===== src/scss_pkg.sv =====
// constants and types for the system clock source selector
`default_nettype none
package scss_pkg;
    // ----------------------------------------------------------------
    // timing
    // ----------------------------------------------------------------
    localparam int CLK_PERIOD_NS = 20;
    localparam int STARTUP_NS = 10000;
    localparam int STARTUP_CYC = (STARTUP_NS + CLK_PERIOD_NS - 1) / CLK_PERIOD_NS;
    localparam int TUNE_SETTLE_NS = 1000000;
    localparam int TUNE_SETTLE_CYC = TUNE_SETTLE_NS / CLK_PERIOD_NS;
    localparam int TUNE_STEPS = 32;
    // ----------------------------------------------------------------
    // register map (printed offsets are word indices)
    // ----------------------------------------------------------------
    localparam logic [11:0] CTRL_IDX = 12'h08F;
    localparam logic [11:0] TUNE_IDX = 12'h090;
    localparam logic [11:0] CTRL_ADDR = 12'(CTRL_IDX << 2);
    localparam logic [11:0] TUNE_ADDR = 12'(TUNE_IDX << 2);
    localparam int SCS_BIT = 0;
    localparam int LTS_BIT = 1;
    localparam int HTS_BIT = 2;
    localparam int START_TIMER_DONE_FLAG_BIT = 3;
    localparam int FSEL_LSB = 4;
    localparam logic [2:0] FSEL_RESET = 3'h6;
    localparam logic [2:0] FSEL_LF = 3'h0;
    localparam logic [4:0] TUNE_RESET = 5'h00;
    // ----------------------------------------------------------------
    // oscillator models: 16-bit phase accumulators on pclk
    // ----------------------------------------------------------------
    localparam logic [15:0] HF_INC_BASE = 16'h28F6;
    localparam logic [15:0] HF_INC_STEP = 16'h004F;
    localparam logic [15:0] LF_INC = 16'h0029;
    // ----------------------------------------------------------------
    // configuration-word oscillator field codes
    // ----------------------------------------------------------------
    localparam logic [2:0] CFG_LP = 3'h0;
    localparam logic [2:0] CFG_XT = 3'h1;
    localparam logic [2:0] CFG_HS = 3'h2;
    localparam logic [2:0] CFG_EC = 3'h3;
    localparam logic [2:0] CFG_INTIO = 3'h4;
    localparam logic [2:0] CFG_INTCK = 3'h5;
    localparam logic [2:0] CFG_RC_WITH_IO_MODE = 3'h6;
    localparam logic [2:0] CFG_RC = 3'h7;
    typedef enum logic [1:0] {SW_IDLE, SW_START, SW_FALL, SW_RISE} scss_sw_state_type;
    typedef struct packed {
        logic out;
        logic oe;
    } scss_pin_type;
endpackage
`default_nettype wire


===== src/scss_top.sv =====
// system clock source selector with apb registers and oscillator pins
`default_nettype none
// Operation
// RC mode: clock/4 on output pin
// RC-with-IO: output pin is port A bit 4
// internal clockout: input pin IO, clock/4 out
// internal IO: both pins general IO
// HF runs: (select or two-speed), field nonzero
// HF stable flag at control bit 2
// tuning: 5-bit signed, reset zero
// tuning slews, settles within 1 ms
// tuning never affects LF oscillator
// LF runs for field 000 or users
// LF stable flag at control bit 1
// field bits 6:4 pick eight frequencies
// reset loads field with 110
// 10 us start-up if target off
// switch: falling, hold low, rising, connect
// HF-derived changes need no start-up
// select bit: config field or internal
// reset clears select bit
// automatic switches keep select bit
// start-timer flag only after crystal timeout
// postscaler divides HF by powers of two
module scss_top #(
    parameter int TUNE_SETTLE_CYC = scss_pkg::TUNE_SETTLE_CYC
) (
    // clock and reset
    input wire logic pclk,
    input wire logic presetn,
    // apb slave
    input wire logic psel,
    input wire logic penable,
    input wire logic pwrite,
    input wire logic [11:0] paddr,
    input wire logic [31:0] pwdata,
    output logic [31:0] prdata,
    output logic pready,
    output logic pslverr,
    // configuration and oscillator users
    input wire logic [2:0] config_osc_field,
    input wire logic two_speed_enable,
    input wire logic power_up_timer_en,
    input wire logic watchdog_timer_en,
    input wire logic clock_fail_monitor_en,
    input wire logic lcd_lf_select,
    input wire logic osc_start_timer_done,
    // oscillator pins
    input wire logic osc_input_pin_in,
    output var scss_pkg::scss_pin_type osc_input_pin_drive,
    input wire logic osc_output_clock_out_pin_in,
    output var scss_pkg::scss_pin_type osc_output_clock_out_pin_drive,
    // general io sharing the pins
    input wire scss_pkg::scss_pin_type gpio_input_pin_drive,
    input wire scss_pkg::scss_pin_type port_a_bit_four_drive,
    output logic gpio_input_pin_level,
    output logic port_a_bit_four_level,
    // system clock
    output logic sys_clk,
    output logic sys_clk_internal
);
    localparam int TUNE_STEP_CYC = TUNE_SETTLE_CYC / scss_pkg::TUNE_STEPS;

    // ----------------------------------------------------------------
    // decoding helpers
    // ----------------------------------------------------------------
    function automatic logic sel_level(input logic [2:0] s, input logic hf,
                                       input logic [5:0] ps, input logic lf);
        unique case (s)
            3'h7: sel_level = hf;
            3'h6: sel_level = ps[0];
            3'h5: sel_level = ps[1];
            3'h4: sel_level = ps[2];
            3'h3: sel_level = ps[3];
            3'h2: sel_level = ps[4];
            3'h1: sel_level = ps[5];
            3'h0: sel_level = lf;
        endcase
    endfunction

    function automatic logic cfg_internal(input logic [2:0] c);
        cfg_internal = (c == scss_pkg::CFG_INTIO) || (c == scss_pkg::CFG_INTCK);
    endfunction

    function automatic logic cfg_crystal(input logic [2:0] c);
        cfg_crystal = (c == scss_pkg::CFG_LP) || (c == scss_pkg::CFG_XT) ||
                      (c == scss_pkg::CFG_HS);
    endfunction

    // ----------------------------------------------------------------
    // pin synchronisers
    // ----------------------------------------------------------------
    logic [1:0] pin_s1_reg;
    logic [1:0] pin_s2_reg;

    always_ff @(posedge pclk or negedge presetn) begin
        if (!presetn) begin
            pin_s1_reg <= 2'h0;
            pin_s2_reg <= 2'h0;
        end else begin
            pin_s1_reg <= {osc_output_clock_out_pin_in, osc_input_pin_in};
            pin_s2_reg <= pin_s1_reg;
        end
    end

    // ----------------------------------------------------------------
    // registers and apb slave
    // ----------------------------------------------------------------
    logic system_clock_select_bit_reg;
    logic [2:0] frequency_select_field_reg;
    logic [4:0] tuning_value_reg;
    logic high_freq_stable_flag_reg;
    logic low_freq_stable_flag_reg;
    logic start_timer_done_flag_reg;
    logic apb_wr;
    logic [31:0] rd_next;
    logic hit;

    assign apb_wr = psel && penable && pready && pwrite;

    always_comb begin
        hit = 1'b1;
        rd_next = 32'h0000_0000;
        if (paddr == scss_pkg::CTRL_ADDR) begin
            rd_next[scss_pkg::FSEL_LSB +: 3] = frequency_select_field_reg;
            rd_next[scss_pkg::START_TIMER_DONE_FLAG_BIT] = start_timer_done_flag_reg;
            rd_next[scss_pkg::HTS_BIT] = high_freq_stable_flag_reg;
            rd_next[scss_pkg::LTS_BIT] = low_freq_stable_flag_reg;
            rd_next[scss_pkg::SCS_BIT] = system_clock_select_bit_reg;
        end else if (paddr == scss_pkg::TUNE_ADDR) begin
            rd_next[4:0] = tuning_value_reg;
        end else begin
            hit = 1'b0;
        end
    end

    // no wait state: answer prepared in the setup cycle
    always_ff @(posedge pclk or negedge presetn) begin
        if (!presetn) begin
            pready <= 1'b0;
            prdata <= 32'h0000_0000;
            pslverr <= 1'b0;
        end else begin
            pready <= psel && !penable;
            pslverr <= psel && !penable && !hit;
            if (psel && !penable && !pwrite) begin
                prdata <= rd_next;
            end
        end
    end

    // reset values of control fields
    always_ff @(posedge pclk or negedge presetn) begin
        if (!presetn) begin
            system_clock_select_bit_reg <= 1'b0;
            frequency_select_field_reg <= scss_pkg::FSEL_RESET;
        end else if (apb_wr && hit && paddr == scss_pkg::CTRL_ADDR) begin
            // only software moves the select bit
            system_clock_select_bit_reg <= pwdata[scss_pkg::SCS_BIT];
            // field at bits 6:4
            frequency_select_field_reg <= pwdata[scss_pkg::FSEL_LSB +: 3];
        end
    end

    // tuning register, five signed bits
    always_ff @(posedge pclk or negedge presetn) begin
        if (!presetn) begin
            tuning_value_reg <= scss_pkg::TUNE_RESET;
        end else if (apb_wr && hit && paddr == scss_pkg::TUNE_ADDR) begin
            tuning_value_reg <= pwdata[4:0];
        end
    end

    // ----------------------------------------------------------------
    // tuning slew
    // ----------------------------------------------------------------
    logic [4:0] trim_reg;
    logic [15:0] step_cnt_reg;

    // one trim step per interval, full range within 1 ms
    always_ff @(posedge pclk or negedge presetn) begin
        if (!presetn) begin
            trim_reg <= scss_pkg::TUNE_RESET;
            step_cnt_reg <= 16'h0000;
        end else if (step_cnt_reg == 16'(TUNE_STEP_CYC - 1)) begin
            step_cnt_reg <= 16'h0000;
            if ($signed(trim_reg) < $signed(tuning_value_reg)) begin
                trim_reg <= trim_reg + 5'h01;
            end else if ($signed(trim_reg) > $signed(tuning_value_reg)) begin
                trim_reg <= trim_reg - 5'h01;
            end
        end else begin
            step_cnt_reg <= step_cnt_reg + 16'h0001;
        end
    end

    // ----------------------------------------------------------------
    // oscillators: index 0 low frequency, index 1 high frequency
    // ----------------------------------------------------------------
    scss_pkg::scss_sw_state_type sw_state_reg;
    logic [2:0] act_sel_reg;
    logic [2:0] new_sel_reg;
    logic [1:0] osc_run;
    logic [15:0] osc_inc [2];
    logic [15:0] acc_reg [2];
    logic [9:0] su_cnt_reg [2];
    logic rdy_reg [2];
    logic busy;

    assign busy = sw_state_reg != scss_pkg::SW_IDLE;

    // high-frequency run condition, kept alive during a switch while still connected
    assign osc_run[1] = ((system_clock_select_bit_reg || two_speed_enable) &&
                         frequency_select_field_reg != scss_pkg::FSEL_LF) ||
                        (busy && act_sel_reg != scss_pkg::FSEL_LF);
    // low-frequency run condition
    assign osc_run[0] = ((system_clock_select_bit_reg || two_speed_enable) &&
                         frequency_select_field_reg == scss_pkg::FSEL_LF) ||
                        power_up_timer_en || watchdog_timer_en ||
                        clock_fail_monitor_en || lcd_lf_select ||
                        (busy && act_sel_reg == scss_pkg::FSEL_LF);
    assign osc_inc[1] = scss_pkg::HF_INC_BASE +
                        {{11{trim_reg[4]}}, trim_reg} * scss_pkg::HF_INC_STEP;
    // low-frequency step ignores tuning
    assign osc_inc[0] = scss_pkg::LF_INC;

    for (genvar gi = 0; gi < 2; gi++) begin : g_osc
        // start-up delay after an oscillator is switched on
        always_ff @(posedge pclk or negedge presetn) begin
            if (!presetn) begin
                acc_reg[gi] <= 16'h0000;
                su_cnt_reg[gi] <= 10'h000;
                rdy_reg[gi] <= 1'b0;
            end else if (!osc_run[gi]) begin
                acc_reg[gi] <= 16'h0000;
                su_cnt_reg[gi] <= 10'h000;
                rdy_reg[gi] <= 1'b0;
            end else begin
                acc_reg[gi] <= acc_reg[gi] + osc_inc[gi];
                if (su_cnt_reg[gi] == 10'(scss_pkg::STARTUP_CYC - 1)) begin
                    rdy_reg[gi] <= 1'b1;
                end else begin
                    su_cnt_reg[gi] <= su_cnt_reg[gi] + 10'h001;
                end
            end
        end
    end

    // ----------------------------------------------------------------
    // postscaler
    // ----------------------------------------------------------------
    logic hf_q_reg;
    logic [5:0] ps_reg;
    logic hf_lvl;
    logic lf_lvl;

    assign hf_lvl = acc_reg[1][15];
    assign lf_lvl = acc_reg[0][15];

    // ripple of halvings below 8 MHz
    always_ff @(posedge pclk or negedge presetn) begin
        if (!presetn) begin
            hf_q_reg <= 1'b0;
            ps_reg <= 6'h00;
        end else begin
            hf_q_reg <= hf_lvl;
            if (hf_lvl && !hf_q_reg) begin
                ps_reg <= ps_reg + 6'h01;
            end
        end
    end

    // ----------------------------------------------------------------
    // glitch-free frequency switch
    // ----------------------------------------------------------------
    logic cur_lvl;
    logic new_lvl;
    logic cur_q_reg;
    logic new_q_reg;
    logic hold_reg;
    logic tgt_rdy;
    logic int_clk;

    assign cur_lvl = sel_level(act_sel_reg, hf_lvl, ps_reg, lf_lvl);
    assign new_lvl = sel_level(new_sel_reg, hf_lvl, ps_reg, lf_lvl);
    assign tgt_rdy = (new_sel_reg == scss_pkg::FSEL_LF) ? rdy_reg[0] : rdy_reg[1];
    assign int_clk = cur_lvl && !hold_reg;

    always_ff @(posedge pclk or negedge presetn) begin
        if (!presetn) begin
            cur_q_reg <= 1'b0;
            new_q_reg <= 1'b0;
        end else begin
            cur_q_reg <= cur_lvl;
            new_q_reg <= new_lvl;
        end
    end

    // fall of old clock, hold low, rise of new clock
    always_ff @(posedge pclk or negedge presetn) begin
        if (!presetn) begin
            sw_state_reg <= scss_pkg::SW_IDLE;
            act_sel_reg <= scss_pkg::FSEL_RESET;
            new_sel_reg <= scss_pkg::FSEL_RESET;
            hold_reg <= 1'b0;
        end else begin
            unique case (sw_state_reg)
                scss_pkg::SW_IDLE: begin
                    if (frequency_select_field_reg != act_sel_reg) begin
                        new_sel_reg <= frequency_select_field_reg;
                        sw_state_reg <= scss_pkg::SW_START;
                    end
                end
                // waits only while the target has not finished start-up
                scss_pkg::SW_START: begin
                    if (tgt_rdy) begin
                        sw_state_reg <= scss_pkg::SW_FALL;
                    end
                end
                scss_pkg::SW_FALL: begin
                    if (cur_q_reg && !cur_lvl) begin
                        hold_reg <= 1'b1;
                        sw_state_reg <= scss_pkg::SW_RISE;
                    end
                end
                scss_pkg::SW_RISE: begin
                    if (new_lvl && !new_q_reg) begin
                        act_sel_reg <= new_sel_reg;
                        hold_reg <= 1'b0;
                        sw_state_reg <= scss_pkg::SW_IDLE;
                    end
                end
            endcase
        end
    end

    // stable flags follow the oscillators outside a switch
    always_ff @(posedge pclk or negedge presetn) begin
        if (!presetn) begin
            high_freq_stable_flag_reg <= 1'b0;
            low_freq_stable_flag_reg <= 1'b0;
        end else if (!busy) begin
            high_freq_stable_flag_reg <= rdy_reg[1];
            low_freq_stable_flag_reg <= rdy_reg[0];
        end
    end

    // ----------------------------------------------------------------
    // source select and clock out
    // ----------------------------------------------------------------
    logic use_int;
    logic src_lvl;
    logic src_q_reg;
    logic [1:0] div_reg;

    // flag only from a crystal-mode start-up timeout
    always_ff @(posedge pclk or negedge presetn) begin
        if (!presetn) begin
            start_timer_done_flag_reg <= 1'b0;
        end else begin
            start_timer_done_flag_reg <= cfg_crystal(config_osc_field) &&
                                         osc_start_timer_done;
        end
    end

    // select bit picks internal, otherwise the config field decides
    assign use_int = system_clock_select_bit_reg || cfg_internal(config_osc_field) ||
                     (cfg_crystal(config_osc_field) && !start_timer_done_flag_reg);
    assign src_lvl = use_int ? int_clk : pin_s2_reg[0];

    always_ff @(posedge pclk or negedge presetn) begin
        if (!presetn) begin
            src_q_reg <= 1'b0;
            div_reg <= 2'h0;
            sys_clk <= 1'b0;
            sys_clk_internal <= 1'b0;
        end else begin
            src_q_reg <= src_lvl;
            sys_clk <= src_lvl;
            sys_clk_internal <= use_int;
            if (src_lvl && !src_q_reg) begin
                div_reg <= div_reg + 2'h1;
            end
        end
    end

    // ----------------------------------------------------------------
    // pin drive
    // ----------------------------------------------------------------
    always_ff @(posedge pclk or negedge presetn) begin
        if (!presetn) begin
            osc_input_pin_drive <= '0;
            osc_output_clock_out_pin_drive <= '0;
            gpio_input_pin_level <= 1'b0;
            port_a_bit_four_level <= 1'b0;
        end else begin
            gpio_input_pin_level <= pin_s2_reg[0];
            port_a_bit_four_level <= pin_s2_reg[1];
            // input pin released to io in internal modes
            osc_input_pin_drive <= cfg_internal(config_osc_field) ?
                                   gpio_input_pin_drive : '0;
            unique case (config_osc_field)
                // divide-by-4 clock out, low while the switch holds
                scss_pkg::CFG_RC, scss_pkg::CFG_INTCK: begin
                    osc_output_clock_out_pin_drive.out <= div_reg[1] && !hold_reg;
                    osc_output_clock_out_pin_drive.oe <= 1'b1;
                end
                // output pin serves as port A bit 4
                scss_pkg::CFG_RC_WITH_IO_MODE, scss_pkg::CFG_INTIO: begin
                    osc_output_clock_out_pin_drive <= port_a_bit_four_drive;
                end
                default: begin
                    osc_output_clock_out_pin_drive <= '0;
                end
            endcase
        end
    end

    // ----------------------------------------------------------------
    // checks
    // ----------------------------------------------------------------
    localparam int SU_WAIT = 504;
endmodule
`default_nettype wire


===== config.mk =====
export PLATFORM = sky130hd
export DESIGN_NAME = scss_top
export DESIGN_NICKNAME = d
export VERILOG_FILES = /design/src/scss_pkg.sv /design/src/scss_top.sv
export SDC_FILE = /design/constraint.sdc
export NUM_CORES = 1
export LEC_CHECK = 0
export BUFFER_PORTS_ARGS = -buffer_cell sky130_fd_sc_hd__buf_2
export CAP_MARGIN = 20
export CORE_UTILIZATION = 50
export CTS_BUF_LIST = sky130_fd_sc_hd__clkbuf_4 sky130_fd_sc_hd__clkbuf_8 sky130_fd_sc_hd__clkbuf_16
export CTS_CLUSTER_DIAMETER = 200
export DETAILED_ROUTE_END_ITERATION = 12
export HOLD_SLACK_MARGIN = 0.05
export PLACE_DENSITY = 0.68
export SYNTH_ARGS = -nofsm -noshare
export SYNTH_HDL_FRONTEND = slang
export SYNTH_SLANG_ARGS = --single-unit

===== constraint.sdc =====
create_clock -name pclk -period 6.7 [get_ports pclk]
set_input_delay 0.67 -clock pclk [delete_from_list [all_inputs] [get_ports pclk]]
set_output_delay 0.67 -clock pclk [all_outputs]
set_load 0.01 [all_outputs]

After elaboration in Yosys (flattened, before gate mapping)
Cells that the tools add are included.
{"block": "word_totals", "reg_bits": 128, "in_bits": 64, "output_inout_bits": 42, "word_cells": 177}
{"block": "classes", "add_sub_neg": 10, "multipliers": 1, "magnitude_cmp": 2, "n_eq_ne": 37, "mux": 32, "reduce_logical": 59}
{"op": "$mux 16", "n": 3}
{"op": "$mux 10", "n": 4}
{"op": "$eq 3x3->1 const B", "n": 12}
{"op": "$eq 12x10->1 const B", "n": 2}
{"op": "$logic_and 1x1->1", "n": 21}
{"op": "$add 10x1->10 const B", "n": 2}
{"op": "$eq 10x9->1 const B", "n": 2}
{"op": "$mux 5", "n": 4}
{"op": "$add 15x13->16 const A", "n": 1}
{"op": "$add 16x1->16 const B", "n": 1}
{"op": "$add 16x16->16", "n": 1}
{"op": "$add 16x6->16 const B", "n": 1}
{"op": "$eq 16x11->1 const B", "n": 1}
{"op": "$pmux 1 s8", "n": 2}
{"op": "$eq 3x2->1 const B", "n": 5}
{"op": "$mul 5x8->13 const B", "n": 1}
{"op": "$logic_not 3->1", "n": 4}
{"op": "$logic_or 1x1->1", "n": 12}
{"op": "$mux 2", "n": 6}
{"op": "$ne 2x2->1 const B", "n": 6}
{"op": "$mux 1", "n": 10}
{"op": "$eq 3x1->1 const B", "n": 3}
{"op": "$logic_not 1->1", "n": 9}
{"op": "$pmux 2 s4", "n": 1}
{"op": "other kinds (19)", "n": 27}

Longest topological paths before layout
{"block": "depth", "word_depth": 8, "depth_mapped": 17, "ltp_nobuf": 17}

Worst setup path after synthesis
OpenSTA, ideal clock, no wires.
{"block": "synth_path", "kind": "reg-to-reg", "start": "register trim_reg[0]", "end": "register acc_reg[15] in the netlist's numbering", "arrival_time_ns": 4.003, "t_required_ns": 6.568, "slack_ns": 2.565, "stages_incl_launch_ff": 18, "path_buffers": 0, "synth_period_minus_slack_ns": 4.135, "cell_sequence": "dfrtp_1 inv_1 fa_1 inv_1 ha_1 fa_1 inv_1 fa_1 inv_1 ha_1 inv_1 fa_1 nor2b_1 o211ai_1 a31oi_1 a22oi_1 xnor2_1 nor2_1"}
{"block": "synth_via", "elab_chain_len": 4}
{"element": "start, declared", "line_no": "scss_top.sv:177", "source": "logic [4:0] trim_reg;"}
{"element": "start signal, assigned", "line_no": "scss_top.sv:183", "source": "trim_reg <= scss_pkg::TUNE_RESET;"}
{"element": "start signal, assigned", "line_no": "scss_top.sv:188", "source": "trim_reg <= trim_reg + 5'h01;"}
{"element": "start signal, assigned", "line_no": "scss_top.sv:190", "source": "trim_reg <= trim_reg - 5'h01;"}
{"element": "$mul 5x8->13", "line_no": "scss_top.sv:223", "source": "{{11{trim_reg[4]}}, trim_reg} * scss_pkg::HF_INC_STEP;"}
{"element": "$add 15x13->16", "line_no": "scss_top.sv:222", "source": "assign osc_inc[1] = scss_pkg::HF_INC_BASE +"}
{"element": "$add 16x16->16", "line_no": "scss_top.sv:239", "source": "acc_reg[gi] <= acc_reg[gi] + osc_inc[gi];"}
{"element": "$mux 16", "line_no": "scss_top.sv:234", "source": "end else if (!osc_run[gi]) begin"}
{"element": "end signal, assigned by index", "line_no": "scss_top.sv:239"}
{"element": "end, declared", "line_no": "scss_top.sv:205", "source": "logic [15:0] acc_reg [2];"}
Every way passes these cells.
A chain may end at the register's enable or synchronous reset.

Worst setup path after layout
Same ends and word-level chain as after synthesis.

==> impl_metrics.tcl <==
set metrics [dict create \
    status "complete, no violations" \
    root_buffer "clkbuf_16" \
    nets 883 \
    synth.area.top_cells "dfrtp_1 (43%), ha_1 (9.8%), xor2_1 (4.9%)" \
    die_h_um 121.5 \
    synthFlopType "dfrtp_1" \
    final-hold-violation-count 0 \
    synthDistinctLibCells 58 \
    grt_pass1_vias 4737 \
    grt_usage 0.1913 \
    vdd_drop_max_uv 176.3 \
    cts_tree "built" \
    grt_pass1_wl_um 21820 \
    synthToLayoutAreaGrowth_pct 14.41 \
    crit_required_ps 6990 \
    dr.pass1.iters 4 \
    drive_above_1_share 0.1673 \
    finalPower_mw 2.212 \
    switching_share 0.2732 \
    die_w_um 121.5 \
    numCtsBuffers 17 \
    fin_crit_sh 0.6982 \
    startpoint_type "flip-flop" \
    place.gp.congestion 0.7757 \
    wire_per_inst_um 13.85 \
    reg2reg_from "trim_reg[0]" \
    drv_cap 0 \
    dr_total_vias 4847 \
    largest_reg_flops 32 \
    p_seq_frac 0.442 \
    ys_warn_count 0 \
    clkTransAtPathRegs_ps 60 \
    p_comb_frac 0.150 \
    grt_setup_unrepaired "false" \
    netlist_area_um2 7146 \
    regArea_um2 3211 \
    holdCritPathClass "in -> async" \
    yosys.area.top_type "dfrtp_1" \
    holdBufCountCts 0 \
    p_leak_nw 4.048 \
    synthTopCellsByCount "dfrtp_1 (122), nor2_1 (80), inv_1 (64)" \
    r2r_slack_ps 2020 \
    multiInputGateArea_um2 3570 \
    place_ws_ps 2028 \
    ys_ff_latch 128 \
    synth_most_common_cell "dfrtp_1" \
    drt_iter0_markers 187 \
    ctsResizeCount 0 \
    grt_max_degree 84 \
    drv_slew 0 \
    cts_setup_buffers 0 \
    antenna_found_initial 0 \
    core_area_um2 13930 \
    dp_hpwl_um 9288 \
    io_buffers 55 \
    crit_fanout 7 \
    slew-limit-headroom 0.4331 \
    end_kind "flip-flop" \
    reg2regPathDepth 17 \
    cts.path.max_buffers 2 \
    avgSynthCellArea_um2 10.57 \
    tns_ps 0 \
    clkPwrFrac 0.408 \
    drtAntennaViolNets 0 \
    ioPinCount 106 \
    intPower_mw 1.607 \
    arrival_ps 4970 \
    initial_utilization 0.5128 \
    r2r-end "acc_reg[15]" \
    wirelength_um 13010 \
    cts.sinks 128 \
    dieArea_um2 14770 \
    switchingPower_mw 0.6041 \
    finalCriticalPeriod_ps 4678 \
    drc 0 \
    diodes 0 \
    max_freq_mhz 213.8 \
    h-tree-depth 4 \
    finalWorstSetupSlack_ps 2022 \
    synth_cells 676 \
    setup_violations 0 \
    finalClockSkew_ps 7.935 \
    clock_latency_ps 430 \
    grt-ovfl-total 0 \
    synth.yosys.seq_area_share 0.4493 \
    synth_edf_count 0 \
    via_per_inst 5.162 \
    crit_type "reg -> reg" \
    worst_slew_pin_slew_ps 842.5 \
    nFillCells 1208 \
    async_flop_share 1.000 \
    power_density_nw_per_um2 270.5 \
    rows 43 \
    yosys.area.top_type_share 0.4272 \
]
metrics by stage:
step	instances	area, um2	util	hold WS, ps
2_1_floorplan	700	7236	-	331.2
3_3_place_gp	903	7531	0.5405	332.5
3_5_place_dp	904	7546	0.5415	337.3
4_1_cts	936	8128	0.5833	247.9
5_1_grt	939	8175	0.5867	274.8
6_report	939	8175	0.5867	238.5
layout make-up:
cell class | count | area share
multi-input cells | 475 | 0.4366
flip-flops and latches | 128 | 0.3927
clock buffers | 22 | 0.05739
repair buffers | 60 | 0.04255
inverters | 64 | 0.02938
well taps | 180 | 0.02755
clock inverters | 10 | 0.01377
layout by cell type (no fill, tap or decap), types with 11 or more instances in the layout:
cell       Yosys  routed
dfrtp_1      122     122
nor2_1        80      80
inv_1         64      64
ha_1          56      56
buf_2          1      54
xor2_1        40      40
nand2_1       33      33
a21oi_1       26      25
xnor2_1       25      25
conb_1         1      25
nand3_1       22      22
mux2_2        19      19
fa_1          17      17
clkbuf_16      0      17
nor3_1        12      12
o21ai_0       12      12
nor2b_1       11      11
metal layers:
metal / global-route usage / part of all wire / vias to the layer above
li1: - / - / 2372
met1: 0.2393 / 0.45 / 2407
met2: 0.3129 / 0.51 / 47
met3: 0.04541 / 0.026 / 21
met4: 0.09028 / 0.018 / 0
met5: 0 / 0 / -
power by group through the flow:
stage / sequential [mW] / combinational, mW / clock (mW)
finish: 0.977 / 0.332 / 0.903
CTS: 0.977 / 0.336 / 0.921
floorplan: 0.970 / 0.248 / 0
global placement: 0.979 / 0.308 / 0
detailed placement: 0.988 / 0.327 / 0
global route: 0.990 / 0.379 / 0.955
how the worst max path moves through the flow:
stage / from / end / slack (ps) / cells after the start
CTS: trim_reg[0] / acc_reg[15] / 1970 / 17
finish: trim_reg[0] / acc_reg[15] / 2020 / 17
global placement: trim_reg[0] / acc_reg[15] / 2090 / 17
detailed placement: trim_reg[0] / acc_reg[15] / 2030 / 17
floorplan: trim_reg[0] / acc_reg[15] / 2570 / 17
global route: trim_reg[0] / acc_reg[15] / 1690 / 17
logic make-up after synthesis:
kind of cell             synth area share
other                           0.0005248
multiplexers                      0.04920
adder cells (fa/ha/maj)            0.1457
buffers and inverters             0.06426
AND/OR/NAND/NOR                    0.1431
AO/OA/AOI/OAI                     0.06829
flip-flops                         0.4493
XOR/XNOR                          0.07967
worst max-delay path, cell delays in order (launching register included):
cell and delay [ps]:
dfrtp_1 560, inv_1 240, fa_1 590, inv_1 50
ha_1 300, fa_1 540, inv_1 60, fa_1 480
inv_1 70, ha_1 170, inv_1 60, fa_1 390
nor2b_1 220, o211ai_1 140, a31oi_1 320, a22oi_1 150
xnor2_1 170, nor2_1 50
Power figures use the tool's default switching activity.
